<file path="config.mk">
export PLATFORM = sky130hd
export DESIGN_NAME = tcd_top
export DESIGN_NICKNAME = d
export VERILOG_FILES = /design/src/logic/tcd_pkg.sv /design/src/logic/tcd_dig_edge.sv /design/src/logic/tcd_ana_cmp.sv /design/src/logic/tcd_top.sv
export SDC_FILE = /design/constraint.sdc
export NUM_CORES = 1
export LEC_CHECK = 0
export BUFFER_PORTS_ARGS = -buffer_cell sky130_fd_sc_hd__buf_2
export CORE_MARGIN = 4
export CORE_UTILIZATION = 25
export DETAILED_ROUTE_END_ITERATION = 6
export REMOVE_ABC_BUFFERS = 1
export SETUP_SLACK_MARGIN = 0.15
export SYNTH_ARGS = -nofsm -noshare
export SYNTH_HDL_FRONTEND = slang
export SYNTH_SLANG_ARGS = --single-unit
export TNS_END_PERCENT = 20
</file>
<file path="constraint.sdc">
create_clock -name clk_sys -period 3.1 [get_ports clk_sys]
set_input_delay 0.155 -clock clk_sys [delete_from_list [all_inputs] [get_ports clk_sys]]
set_output_delay 0.155 -clock clk_sys [all_outputs]
set_load 0.03 [all_outputs]
</file>
<file path="src/logic/tcd_pkg.sv">
// Purpose: shared constants for the trigger condition detector
// Assumes: one 200 MHz clock, AHB-Lite word registers
// Notes:   all offsets are byte addresses
package tcd_pkg;
  // sizes
  localparam int NUM_PINS  = 16;
  localparam int NUM_SYNC  = 7;
  localparam int NUM_CH    = 4;
  localparam int DATA_W    = 16;
  localparam int SEL_W     = 5;
  // register byte offsets
  localparam logic [7:0] OFS_CTRL   = 8'h00;
  localparam logic [7:0] OFS_DSEL   = 8'h04;
  localparam logic [7:0] OFS_ASEL   = 8'h08;
  localparam logic [7:0] OFS_LEVEL  = 8'h0C;
  localparam logic [7:0] OFS_HYST   = 8'h10;
  localparam logic [7:0] OFS_WTOP   = 8'h14;
  localparam logic [7:0] OFS_WBOT   = 8'h18;
  localparam logic [7:0] OFS_SWTRIG = 8'h1C;
  localparam logic [7:0] OFS_STAT   = 8'h20;
  localparam logic [7:0] OFS_ISTAT  = 8'h24;
  localparam logic [7:0] OFS_IMASK  = 8'h28;
  // control field positions
  localparam int CB_EN   = 0;
  localparam int CB_ANA  = 1;
  localparam int CB_FALL = 2;
  localparam int CB_TYPE = 3;
  localparam int CB_EXIT = 6;
  localparam int CB_AI   = 7;
  localparam int CB_AO   = 8;
  localparam int CB_CTR  = 9;
  localparam int CTRL_W  = 10;
  // interrupt status bits
  localparam int IB_TRIG = 0;
  localparam int IB_RISE = 1;
  localparam int IB_FALL = 2;
  localparam int IRQ_W   = 3;
  // analog trigger types
  typedef enum logic [2:0] {
    TY_BELOW = 3'h0, TY_ABOVE = 3'h1, TY_HRISE = 3'h2,
    TY_HFALL = 3'h3, TY_WIN = 3'h4
  } tcd_atype_type;
  // detector states, gray along idle-armed-fired
  typedef enum logic [1:0] {
    ST_IDLE = 2'h0, ST_ARMED = 2'h1, ST_FIRED = 2'h3
  } tcd_state_type;
  localparam logic [31:0] RST_WORD = 32'h0000_0000;
endpackage

</file>
<file path="src/logic/tcd_dig_edge.sv">
// Purpose: digital trigger source select and edge detect
// Assumes: pin and sync inputs synchronous to clk_sys
// Notes:   a select change masks one cycle to avoid false edges
`timescale 1ns/10ps
module tcd_dig_edge
  import tcd_pkg::*;
(
  // clock and reset
  input  wire logic                clk_sys,
  input  wire logic                rst,
  // sources
  input  wire logic [NUM_PINS-1:0] pin_in,
  input  wire logic [NUM_SYNC-1:0] sync_in,
  // config
  input  wire logic [SEL_W-1:0]    src_sel,
  input  wire logic                fall_sel,
  // result
  output logic                     edge_evt,
  output logic                     src_lvl
);
  typedef struct packed {
    logic             prev;   // last sampled source
    logic [SEL_W-1:0] sel;    // select seen last cycle
    logic             evt;    // edge pulse
  } tcd_de_type;
  tcd_de_type st_ff, nxt_st;
  logic cur;                  // selected source level

  // source mux: msb picks sync bus, sync 7+ has no line
  always_comb begin
    cur = 1'b0;
    if (src_sel[SEL_W-1]) begin
      if (int'(src_sel[3:0]) < NUM_SYNC) begin
        cur = sync_in[src_sel[2:0]];
      end
    end else begin
      cur = pin_in[src_sel[3:0]];
    end
  end

  // edge detect, gated when the select just moved
  always_comb begin
    nxt_st      = st_ff;
    nxt_st.prev = cur;
    nxt_st.sel  = src_sel;
    nxt_st.evt  = (src_sel == st_ff.sel) &&
                  (fall_sel ? (st_ff.prev && !cur)
                            : (!st_ff.prev && cur));
  end

  always_ff @(posedge clk_sys) begin
    if (rst) st_ff <= '0;
    else     st_ff <= nxt_st;
  end

  assign edge_evt = st_ff.evt;
  assign src_lvl  = st_ff.prev;
endmodule

</file>
<file path="src/logic/tcd_ana_cmp.sv">
// Purpose: analog channel select and threshold comparators
// Assumes: channel words are signed, already amplified
// Notes:   thresholds widened two bits so level+-hyst never wraps
`timescale 1ns/10ps
module tcd_ana_cmp
  import tcd_pkg::*;
(
  // clock and reset
  input  wire logic                           clk_sys,
  input  wire logic                           rst,
  // conditioned channels
  input  wire logic [NUM_CH-1:0][DATA_W-1:0]  ch_data,
  input  wire logic [1:0]                     ch_sel,
  // thresholds
  input  wire logic [DATA_W-1:0]              level,
  input  wire logic [DATA_W-1:0]              hyst,
  input  wire logic [DATA_W-1:0]              wtop,
  input  wire logic [DATA_W-1:0]              wbot,
  // registered flags
  output logic [7:0]                          flags
);
  typedef struct packed {
    logic [7:0] f;            // gt_bot lt_bot gt_top lt_top gt_lv lt_lv gt_hi lt_lo
  } tcd_ac_type;
  tcd_ac_type st_ff, nxt_st;
  // two guard bits: level plus a full-scale hysteresis still fits
  logic signed [DATA_W+1:0] v, lv, hi, lo, tp, bt;

  // widen signed, used for the channel, level, wtop and wbot; hyst is zero-extended
  function automatic logic signed [DATA_W+1:0] wid(
    input logic [DATA_W-1:0] x);
    wid = {{2{x[DATA_W-1]}}, x};
  endfunction

  // strict compares only, equal leaves flags clear
  always_comb begin
    v  = wid(ch_data[ch_sel]);
    lv = wid(level);
    hi = lv + {2'b00, hyst};
    lo = lv - {2'b00, hyst};
    tp = wid(wtop);
    bt = wid(wbot);
    nxt_st.f = {v > bt, v < bt, v > tp, v < tp,
                v > lv, v < lv, v > hi, v < lo};
  end

  always_ff @(posedge clk_sys) begin
    if (rst) st_ff <= '0;
    else     st_ff <= nxt_st;
  end

  assign flags = st_ff.f;
endmodule

</file>
<file path="src/logic/tcd_top.sv">
// Purpose: trigger condition detector with AHB-Lite registers
// Assumes: zero wait-state slave, word accesses only
// Notes:   comparator flags lag the channel value by one cycle
`timescale 1ns/10ps
module tcd_top
  import tcd_pkg::*;
(
  // clock and reset
  input  wire logic                          clk_sys,
  input  wire logic                          rst,
  // ahb-lite slave
  input  wire logic                          hsel,
  input  wire logic [31:0]                   haddr,
  input  wire logic [1:0]                    htrans,
  input  wire logic                          hwrite,
  input  wire logic [2:0]                    hsize,
  input  wire logic [31:0]                   hwdata,
  input  wire logic                          hready,
  output logic                               hreadyout,
  output logic                               hresp,
  output logic [31:0]                        hrdata,
  // digital trigger terminals
  input  wire logic [NUM_PINS-1:0]           programmable_function_pin,
  input  wire logic [NUM_SYNC-1:0]           sync_bus_line,
  // conditioned analog channels
  input  wire logic [NUM_CH-1:0][DATA_W-1:0] ana_ch,
  // trigger consumers
  output logic                               trig_acq,
  output logic                               trig_gen,
  output logic                               trig_ctr,
  output logic                               ana_cmp_event,
  // interrupt
  output logic                               irq
);
  // all block state in one record
  typedef struct packed {
    logic [CTRL_W-1:0] ctrl;   // control word
    logic [SEL_W-1:0]  dsel;   // digital source select
    logic [1:0]        asel;   // analog channel select
    logic [DATA_W-1:0] level;  // trigger level
    logic [DATA_W-1:0] hyst;   // hysteresis amount
    logic [DATA_W-1:0] wtop;   // window top
    logic [DATA_W-1:0] wbot;   // window bottom
    logic              sw;     // software trigger pulse
    tcd_state_type     fsm;    // hysteresis/window state
    logic              ace;    // comparison event level
    logic [IRQ_W-1:0]  istat;  // sticky events
    logic [IRQ_W-1:0]  imask;  // interrupt enables
    logic              irq;    // registered interrupt
    logic              t_acq;  // consumer pulses
    logic              t_gen;
    logic              t_ctr;
    logic              wr_pend; // write data phase due
    logic [7:0]        wr_ofs;  // its offset
    logic [31:0]       rdata;   // read data
  } tcd_regs_type;
  tcd_regs_type st_ff, nxt_st;

  // helper nets
  logic             dig_evt;   // digital edge pulse
  logic             dig_lvl;   // selected digital level
  logic [7:0]       fl;        // comparator flags
  logic             gt_bot, lt_bot, gt_top, lt_top;
  logic             gt_lv, lt_lv, gt_hi, lt_lo;
  logic             addr_ok;   // address phase accepted
  logic             arm_c;     // arm condition
  logic             fire_c;    // fire condition
  logic             ace_n;     // next comparison level
  logic             trig;      // combined trigger pulse
  logic [IRQ_W-1:0] ev;        // this cycle's events
  logic             reconf;    // config write this cycle
  tcd_atype_type    aty;       // analog trigger type

  // digital source and edge
  tcd_dig_edge u_dig (
    .clk_sys  (clk_sys),
    .rst      (rst),
    .pin_in   (programmable_function_pin),
    .sync_in  (sync_bus_line),
    .src_sel  (st_ff.dsel),
    .fall_sel (st_ff.ctrl[CB_FALL]),
    .edge_evt (dig_evt),
    .src_lvl  (dig_lvl)
  );

  // analog comparators
  tcd_ana_cmp u_ana (
    .clk_sys (clk_sys),
    .rst     (rst),
    .ch_data (ana_ch),
    .ch_sel  (st_ff.asel),
    .level   (st_ff.level),
    .hyst    (st_ff.hyst),
    .wtop    (st_ff.wtop),
    .wbot    (st_ff.wbot),
    .flags   (fl)
  );

  assign {gt_bot, lt_bot, gt_top, lt_top} = fl[7:4];
  assign {gt_lv, lt_lv, gt_hi, lt_lo}     = fl[3:0];
  assign aty = tcd_atype_type'(st_ff.ctrl[CB_TYPE +: 3]);

  // read mux, one decode shared by read path
  function automatic logic [31:0] rd_word(
    input tcd_regs_type s, input logic [7:0] a,
    input logic dl);
    rd_word = RST_WORD;
    case (a)
      OFS_CTRL:  rd_word[CTRL_W-1:0] = s.ctrl;
      OFS_DSEL:  rd_word[SEL_W-1:0]  = s.dsel;
      OFS_ASEL:  rd_word[1:0]        = s.asel;
      OFS_LEVEL: rd_word[DATA_W-1:0] = s.level;
      OFS_HYST:  rd_word[DATA_W-1:0] = s.hyst;
      OFS_WTOP:  rd_word[DATA_W-1:0] = s.wtop;
      OFS_WBOT:  rd_word[DATA_W-1:0] = s.wbot;
      OFS_STAT:  rd_word[3:0] = {dl, s.fsm, s.ace};
      OFS_ISTAT: rd_word[IRQ_W-1:0]  = s.istat;
      OFS_IMASK: rd_word[IRQ_W-1:0]  = s.imask;
      default:   rd_word = RST_WORD;
    endcase
  endfunction

  // address phase: any size is decoded; hsize only gates writes
  assign addr_ok = hsel && htrans[1] && hready;

  // arm and fire conditions per analog type
  always_comb begin
    arm_c  = 1'b0;
    fire_c = 1'b0;
    case (aty)
      TY_HRISE: begin
        arm_c  = lt_lo;
        fire_c = gt_lv;
      end
      TY_HFALL: begin
        arm_c  = gt_hi;
        fire_c = lt_lv;
      end
      TY_WIN: begin
        if (st_ff.ctrl[CB_EXIT]) begin
          arm_c  = gt_bot && lt_top;
          fire_c = lt_bot || gt_top;
        end else begin
          arm_c  = lt_bot || gt_top;
          fire_c = gt_bot && lt_top;
        end
      end
      default: begin
        arm_c  = 1'b0;
        fire_c = 1'b0;
      end
    endcase
  end

  // next-state logic for the whole block
  always_comb begin
    nxt_st = st_ff;
    reconf = 1'b0;
    ace_n  = 1'b0;
    trig   = 1'b0;
    ev     = '0;
    nxt_st.sw = 1'b0;

    // register write in data phase
    if (st_ff.wr_pend) begin
      case (st_ff.wr_ofs)
        OFS_CTRL: begin
          nxt_st.ctrl = hwdata[CTRL_W-1:0];
          reconf = 1'b1;
        end
        OFS_DSEL:  nxt_st.dsel = hwdata[SEL_W-1:0];
        OFS_ASEL: begin
          nxt_st.asel = hwdata[1:0];
          reconf = 1'b1;
        end
        OFS_LEVEL: begin
          nxt_st.level = hwdata[DATA_W-1:0];
          reconf = 1'b1;
        end
        OFS_HYST: begin
          nxt_st.hyst = hwdata[DATA_W-1:0];
          reconf = 1'b1;
        end
        OFS_WTOP: begin
          nxt_st.wtop = hwdata[DATA_W-1:0];
          reconf = 1'b1;
        end
        OFS_WBOT: begin
          nxt_st.wbot = hwdata[DATA_W-1:0];
          reconf = 1'b1;
        end
        OFS_SWTRIG: nxt_st.sw = hwdata[0];
        OFS_IMASK:  nxt_st.imask = hwdata[IRQ_W-1:0];
        default: begin
          // unmapped or read-only: write ignored
        end
      endcase
    end

    // hysteresis and window state machine
    case (st_ff.fsm)
      ST_IDLE:  if (arm_c)  nxt_st.fsm = ST_ARMED;
      ST_ARMED: if (fire_c) nxt_st.fsm = ST_FIRED;
      ST_FIRED: if (arm_c)  nxt_st.fsm = ST_ARMED;
      default:  nxt_st.fsm = ST_IDLE;
    endcase
    // reconfig or disabled detector drops back to idle
    if (reconf || !st_ff.ctrl[CB_EN]) begin
      nxt_st.fsm = ST_IDLE;
    end

    // comparison event level
    case (aty)
      TY_BELOW: ace_n = lt_lv;
      TY_ABOVE: ace_n = gt_lv;
      TY_HRISE, TY_HFALL, TY_WIN:
        ace_n = (nxt_st.fsm == ST_FIRED);
      default:  ace_n = 1'b0;
    endcase
    nxt_st.ace = ace_n && st_ff.ctrl[CB_EN] && !reconf;

    // combine sources; analog counts on its rising edge
    if (st_ff.ctrl[CB_EN]) begin
      if (st_ff.ctrl[CB_ANA]) begin
        trig = nxt_st.ace && !st_ff.ace;
      end else begin
        trig = dig_evt;
      end
    end
    trig = trig || st_ff.sw;

    // route to consumers as one-cycle pulses
    nxt_st.t_acq = trig && st_ff.ctrl[CB_AI];
    nxt_st.t_gen = trig && st_ff.ctrl[CB_AO];
    nxt_st.t_ctr = trig && st_ff.ctrl[CB_CTR];

    // sticky events; a set in the clear cycle wins
    ev[IB_TRIG] = trig;
    ev[IB_RISE] = nxt_st.ace && !st_ff.ace;
    ev[IB_FALL] = !nxt_st.ace && st_ff.ace;
    if (st_ff.wr_pend && st_ff.wr_ofs == OFS_ISTAT) begin
      nxt_st.istat = st_ff.istat & ~hwdata[IRQ_W-1:0];
    end
    nxt_st.istat = nxt_st.istat | ev;
    nxt_st.irq   = |(nxt_st.istat & nxt_st.imask);

    // capture address phase; read data ready next cycle
    nxt_st.wr_pend = addr_ok && hwrite && (hsize == 3'h2);
    nxt_st.wr_ofs  = haddr[7:0];
    if (addr_ok && !hwrite) begin
      nxt_st.rdata = (haddr[31:8] == 24'h00_0000)
                     ? rd_word(st_ff, haddr[7:0], dig_lvl)
                     : RST_WORD;
    end
    if (haddr[31:8] != 24'h00_0000) begin
      nxt_st.wr_pend = 1'b0;
    end
  end

  // single register stage for all state
  always_ff @(posedge clk_sys) begin
    if (rst) begin
      st_ff     <= '0;
      st_ff.fsm <= ST_IDLE;
    end else begin
      st_ff <= nxt_st;
    end
  end

  // outputs: bus handshake constant, the rest from flops
  assign hreadyout     = 1'b1;
  assign hresp         = 1'b0;
  assign hrdata        = st_ff.rdata;
  assign trig_acq      = st_ff.t_acq;
  assign trig_gen      = st_ff.t_gen;
  assign trig_ctr      = st_ff.t_ctr;
  assign ana_cmp_event = st_ff.ace;
  assign irq           = st_ff.irq;
endmodule

</file>
==> metrics.cfg, run 1 <==
[status]
status = finished with violations
violations = DRC, setup timing

[worst_hold_path]
hold_path_class = in2reg
min-delay-start = hwdata[10]
holdPathStages = 3
hold_path_end = st_ff[97]$_SDFFE_PP0P_

[sta]
finalHoldViolations = 0
worst_slew_pin_slew_ns = 0.916
fmax_ghz = 0.285
setup_viol = 4
slew-limit-headroom_pct = 38.8
clock_skew_ns = 0.0105
rsz0062_at_grt = true
holdWs_ns = 0.0160
period_share_pct = 113
period_needed_ns = 3.51
finalMaxSlewViolations = 0
setup_ws_ns = -0.408

[cells_and_area]
final_common_cell = buf_2
fill_cells = 4192
layout_common_cells = buf_2, dfxtp_1, buf_4
final_util_pct = 32.8
layoutNonFillerInstCount = 2000
area_growth_pct = 28.6
multi_input_area_sq_um = 6850
regArea_sq_um = 2710
antenna_cells = 0
final_nets = 1743
layout-drive-gt1-share_pct = 27.1

[global_route]
track_usage_pct = 15.3
antenna_found_initial = 1
grt_overflow = 0
grt_pass1_vias = 9875
grt_max_degree = 54
grt_pass1_wl_um = 53700

[placed_design]
place_congestion = 0.925
hpwl_um = 27500
io_buffers = 164
place_inst = 1959

[synth]
ys_warn_count = 0
ys_seq_elements = 135
yosys-top-cells-area = dfxtp_1, ha_1, mux2i_1
synth-main-ff-cell = dfxtp_1
synthesis.area_sq_um = 10200
synth_cell_types = 82
synth_area_leader_cell = dfxtp_1
syn_inst = 1212
syn_area_per_cell_sq_um = 8.42
synth.yosys.seq_area_share_pct = 26.5
synth_top_area_share_pct = 26.5
async_flop_share_pct = 0
synth_edf_count = 0

[critical_path]
cpPeakStageDelay_ns = 0.35
cp-end-kind = register
worstPathArrival_ns = 3.84
r2r_cells = 17
required_ns = 3.43
r2r_setup_slack_ns = -0.41
timing.rr.end = u_ana.flags[1]$_SDFF_PP0_
start_kind = register
slowest_stage = dfxtp_1
crit_cells = 17
cp_num_buf_inv = 2
crit_chain = buf_4 > ha_1 > fa_1 > nand2b_1 > a221o_1 > a211oi_2 > a211oi_2 > o41ai_2 > buf_4 > mux2i_1 > o2111a_1 > ha_1 > and4_1 > nand4_1 > nor4_1 > nor3_1 > o21a_1
criticalPathCategory = reg2reg
timing.rr.start = st_ff[103]$_SDFFE_PP0P_
cp_top_family = compound AO/OA/AOI/OAI gates
path_max_fanout = 3

[die]
die_height_um = 210
die_area_sq_um = 44100
initial_core_util_pct = 25.5
row_count = 73
fp.coreArea_sq_um = 40100
dieWidth_um = 210
num_io_pins = 200

[power]
p_leak_nw = 5.47
pwr_density_cell_nw_per_um2 = 332
power.total_mw = 4.36
irDropWorstVdd_mv = 0.253

[clock_tree]
numCtsBuffers = 17
clockRootBuffer = clkbuf_16
clk_latency_ns = 0.43
postCtsSetupRepairBufs = 0
cts_max_path_buffers = 2
cts-htree-levels = 4
cts_sinks = 135
cts_tree = built
clkTransAtPathRegs_ns = 0.07

[drt]
ant_nets = 0
drc = 4
wire_per_inst_um = 17.4
first_pass_iters = 7
first_iter_violations = 688
via_count = 9822
routed_via_density = 4.91
wl_um = 34800

[job]
cap_violations = 0

==> synthesized netlist by cell type (8+ instances only) <==
cell type	instances
a21o_1	25
a31oi_1	9
a22oi_1	49
nand3_1	17
nor2b_1	24
o21ai_0	25
buf_2	12
or2_2	8
a21boi_0	8
nor3_1	21
nor2_1	119
xnor2_1	25
clkbuf_1	42
dfxtp_1	135
ha_1	118
nand4_1	14
a211oi_1	11
a21oi_1	82
o21a_1	12
inv_1	98
buf_4	35
nand2b_1	10
nor4_1	16
mux2i_1	55
nand2_1	107
mux4_2	17
==> per-layer routing <==
layer / track usage, % / up-vias / part of all wire [%]
met3: 2.50 / 65 / 6.7
met4: 4.97 / 0 / 3.0
met1: 20.2 / 4581 / 44
met5: 0 / - / 0
li1: - / 4812 / -
met2: 25.5 / 364 / 46
==> worst max-delay path by stage <==
stage / start / end / slack [ns]
final: st_ff[103]$_SDFFE_PP0P_ / u_ana.flags[1]$_SDFF_PP0_ / -0.41
after global routing: st_ff[89]$_SDFFE_PP0P_ / u_ana.flags[1]$_SDFF_PP0_ / -0.61
after CTS: st_ff[103]$_SDFFE_PP0P_ / u_ana.flags[1]$_SDFF_PP0_ / -0.43
after detailed placement: st_ff[87]$_SDFFE_PP0P_ / u_ana.flags[0]$_SDFF_PP0_ / -0.51
after global placement: st_ff[103]$_SDFFE_PP0P_ / u_ana.flags[1]$_SDFF_PP0_ / -0.35
after floorplan: st_ff[103]$_SDFFE_PP0P_ / u_ana.flags[0]$_SDFF_PP0_ / -0.32
==> where the power goes <==
part | switching, mW | internal (mW) | leakage [nW]
sequential | 0.0132 | 1.75 | 1.09
clock | 0.908 | 1.22 | 0.298
combinational | 0.256 | 0.207 | 4.08
==> flip-flops by register name, summed over array words and instances (netlist names) <==
signal / count
trig_acq: 1
aty: 3
hrdata: 16
st_ff: 96
u_ana.flags: 8
trig_gen: 1
u_dig.src_lvl: 1
u_dig.edge_evt: 1
u_dig.st_ff: 5
trig_ctr: 1
ana_cmp_event: 1
irq: 1
==> what timing repair did <==
action	4_1_cts	5_1_grt
setup endpoints to repair	8	8
gates resized for setup	23	14
pin swaps	9	2
hold buffers	9	0
endpoints found under the hold margin	9	0
==> final cells by class <==
cell class,instances,area share [%]
multi-input cells,903,52.2
flip-flops and latches,135,20.6
repair buffers,306,14.8
well taps,525,5.00
clock buffers,17,3.24
inverters,99,2.83
clock inverters,15,1.39
==> cells by family after synthesis <==
family / count (synthesis) / synth area share, %
compound gates: 279 / 18.8
xor+xnor: 31 / 2.66
fa+ha+maj: 120 / 14.9
buf+inv: 190 / 8.49
flops: 135 / 26.5
mux: 78 / 10.6
other cells: 2 / 0.0735
simple gates: 377 / 18.0
==> worst min-delay path, stage by stage <==
cell     delay [ns]
buf_2          0.14
nand2_1        0.06
a21oi_1        0.05
==> stage by stage <==
step	instance area, sq um	setup WS (ns)	TNS (ns)
floorplan	9780	-0.321	-1.00
global placement	12300	-0.353	-1.67
detailed placement	12300	-0.510	-1.75
CTS	13100	-0.426	-0.671
global route	13100	-0.614	-1.28
finish	13100	-0.408	-0.715
No activity file was read; power rests on OpenSTA's default activity.
==> inputs of run 2 (changes only) <==
--- a/config.mk
+++ b/config.mk
@@ -9,8 +9,10 @@
 export CORE_MARGIN = 4
 export CORE_UTILIZATION = 25
 export DETAILED_ROUTE_END_ITERATION = 6
+export HOLD_SLACK_MARGIN = 0.12
 export REMOVE_ABC_BUFFERS = 1
 export SETUP_SLACK_MARGIN = 0.15
+export SLEW_MARGIN = 30
 export SYNTH_ARGS = -nofsm -noshare
 export SYNTH_HDL_FRONTEND = slang
 export SYNTH_SLANG_ARGS = --single-unit
==> run 2 against run 1 <==
The flow finishes with violations (setup timing). Via count up 1.7%. Maximum frequency down 0.69%. Critical path depth unchanged. Sequential share of layout area down 0.28 points. Cell area up 1.4%. Setup slack worse by 0.024 ns. Largest cell class unchanged.
==> metrics.cfg, run 2 (synthesized netlist as in run 1, its figures left out) <==
[sta]
period_needed_ns = 3.53  ; was 3.51 ns
setup_ws_ns = -0.433  ; was -0.408 ns
rsz0062_at_grt = true  ; unchanged
setup_viol = 4  ; unchanged
finalHoldViolations = 0  ; unchanged
clock_skew_ns = 0.0108  ; was 0.0105 ns
worst_slew_pin_slew_ns = 0.901  ; was 0.916 ns
slew-limit-headroom_pct = 39.8  ; was 38.8%
period_share_pct = 114  ; was 113%
finalMaxSlewViolations = 0  ; unchanged
fmax_ghz = 0.283  ; was 0.285 GHz

[critical_path]
cp_num_buf_inv = 2  ; unchanged
cp_top_family = compound AO/OA/AOI/OAI gates  ; unchanged
required_ns = 3.43  ; about the same
path_max_fanout = 3  ; unchanged
start_kind = register  ; unchanged
criticalPathCategory = reg2reg  ; unchanged
cp-end-kind = register  ; unchanged
timing.rr.start = st_ff[103]$_SDFFE_PP0P_  ; unchanged
cpPeakStageDelay_ns = 0.35  ; about the same
crit_chain = buf_4 > ha_1 > fa_1 > nand2b_1 > a221o_1 > a211oi_2 > a211oi_2 > o41ai_2 > buf_4 > mux2i_1 > o2111a_1 > ha_1 > and4_1 > nand4_1 > nor4_1 > nor3_1 > o21a_1  ; unchanged
slowest_stage = dfxtp_1  ; unchanged
critPathLaunch = st_ff[103]$_SDFFE_PP0P_  ; unchanged
worstPathArrival_ns = 3.86  ; was 3.84 ns

[cells_and_area]
largest_register = st_ff  ; unchanged
antenna_cells = 0  ; unchanged
final_common_cell = buf_2  ; unchanged
final_area_sq_um = 13300  ; was 13100 sq um
final_nets = 1761  ; was 1743
largest_register_ffs = 96  ; unchanged
final_util_pct = 33.2  ; was 32.8%
area_growth_pct = 30.4  ; was 28.6%
fill_cells = 4181  ; was 4192
layout_common_cells = buf_2, dfxtp_1, buf_4  ; unchanged
layout-drive-gt1-share_pct = 26.8  ; was 27.1%
layoutNonFillerInstCount = 2018  ; was 2000

[placed_design]
io_buffers = 164  ; unchanged
place_congestion = 0.925  ; unchanged
post-place-ws_ns = -0.510  ; unchanged
place_inst = 1959  ; unchanged
hpwl_um = 27500  ; unchanged
detailed_place.area_sq_um = 12300  ; unchanged

[drt]
wl_um = 35000  ; was 34800 um
wire_per_inst_um = 17.4  ; about the same
first_pass_iters = 6  ; was 7
via_count = 9993  ; was 9822
drc = 0  ; was 4
first_iter_violations = 684  ; was 688
routed_via_density = 4.95  ; was 4.91
ant_nets = 0  ; unchanged

[status]
violations = setup timing  ; was DRC, setup timing
status = finished with violations  ; unchanged

[die]
die_area_sq_um = 44100  ; unchanged
die_height_um = 210  ; unchanged
num_io_pins = 200  ; unchanged
row_count = 73  ; unchanged
fp.coreArea_sq_um = 40100  ; unchanged
initial_core_util_pct = 25.5  ; unchanged
dieWidth_um = 210  ; unchanged

[global_route]
met1_usage_pct = 20.2  ; about the same
met2_usage_pct = 25.6  ; was 25.5%
antenna_found_initial = 0  ; was 1
grt_pass1_vias = 9946  ; was 9875
grt_max_degree = 54  ; unchanged
grt.busiest_layer = met2  ; unchanged
grt_overflow = 0  ; unchanged
grt.met3_usage_pct = 2.40  ; was 2.50%
grt_pass1_wl_um = 53800  ; was 53700 um
track_usage_pct = 15.3  ; about the same

[worst_hold_path]
min-delay-start = haddr[15]  ; was hwdata[10]
hold_path_class = in2reg  ; unchanged

[clock_tree]
clkTransAtPathRegs_ns = 0.07  ; about the same
cts_max_path_buffers = 2  ; unchanged
postCtsSetupRepairBufs = 0  ; unchanged
clk_latency_ns = 0.43  ; about the same
cts-htree-levels = 4  ; unchanged
numCtsBuffers = 17  ; unchanged
cts_tree = built  ; unchanged
clockRootBuffer = clkbuf_16  ; unchanged
cts_sinks = 135  ; unchanged

[power]
pwr_density_cell_nw_per_um2 = 329  ; was 332 nW/um^2
irDropWorstVdd_mv = 0.252  ; was 0.253 mV
power.total_mw = 4.37  ; was 4.36 mW
p_leak_nw = 5.55  ; was 5.47 nW

[job]
cap_violations = 0  ; unchanged

## run 2: per-layer routing
layer,vias to the layer above,routed length (um)
li1,4855,-
met1,4700,15100
met2,385,16400
met3,53,2530
met4,0,976
met5,-,0
## run 2: final cells by class
class	instances	area (sq um)	area share, %
tap	525	657	4.93
clock buffer	17	425	3.20
multi-input combinational	903	6850	51.5
sequential	135	2710	20.3
clock inverter	15	183	1.37
inverter	99	372	2.79
timing repair buffer	324	2120	15.9
## run 2: tightest hold or removal path, delay by kind of cell
family	cells	cell delay, ns
buffers and inverters	1	0.07
AND/OR/NAND/NOR	3	0.26
AO/OA/AOI/OAI	2	0.12
## run 2: timing repair
item                                    4_1_cts  5_1_grt
hold buffers                                 27        0
pin swaps                                     9        2
hold endpoints to repair                     80        0
endpoints found under the setup margin        8        8
gates resized for setup                      23       14
## run 2: through the flow
step	hold slack (ns)	TNS (ns)
floorplan	0.224	-1.00
global placement	0.414	-1.67
detailed placement	0.419	-1.75
CTS	0.223	-0.671
global route	0.256	-1.28
finish	0.225	-0.733
## run 2: report_power, final
| group | total [mW] | switching (mW) | internal (mW) | leakage, nW |
|---|---|---|---|---|
| logic | 0.482 | 0.260 | 0.222 | 4.16 |
| registers | 1.76 | 0.0130 | 1.75 | 1.09 |
| clock network | 2.13 | 0.908 | 1.22 | 0.298 |
| total | 4.37 | 1.18 | 3.19 | 5.55 |
## run 2: final timing paths
check                         endpoint  slack, ns  cells past startpoint
min             hrdata[2]$_SDFFE_PP0P_       0.23                      6
min reg2reg     hrdata[1]$_SDFFE_PP0P_       0.46                      2
max          u_ana.flags[1]$_SDFF_PP0_      -0.43                     17
max reg2reg  u_ana.flags[1]$_SDFF_PP0_      -0.43                     17
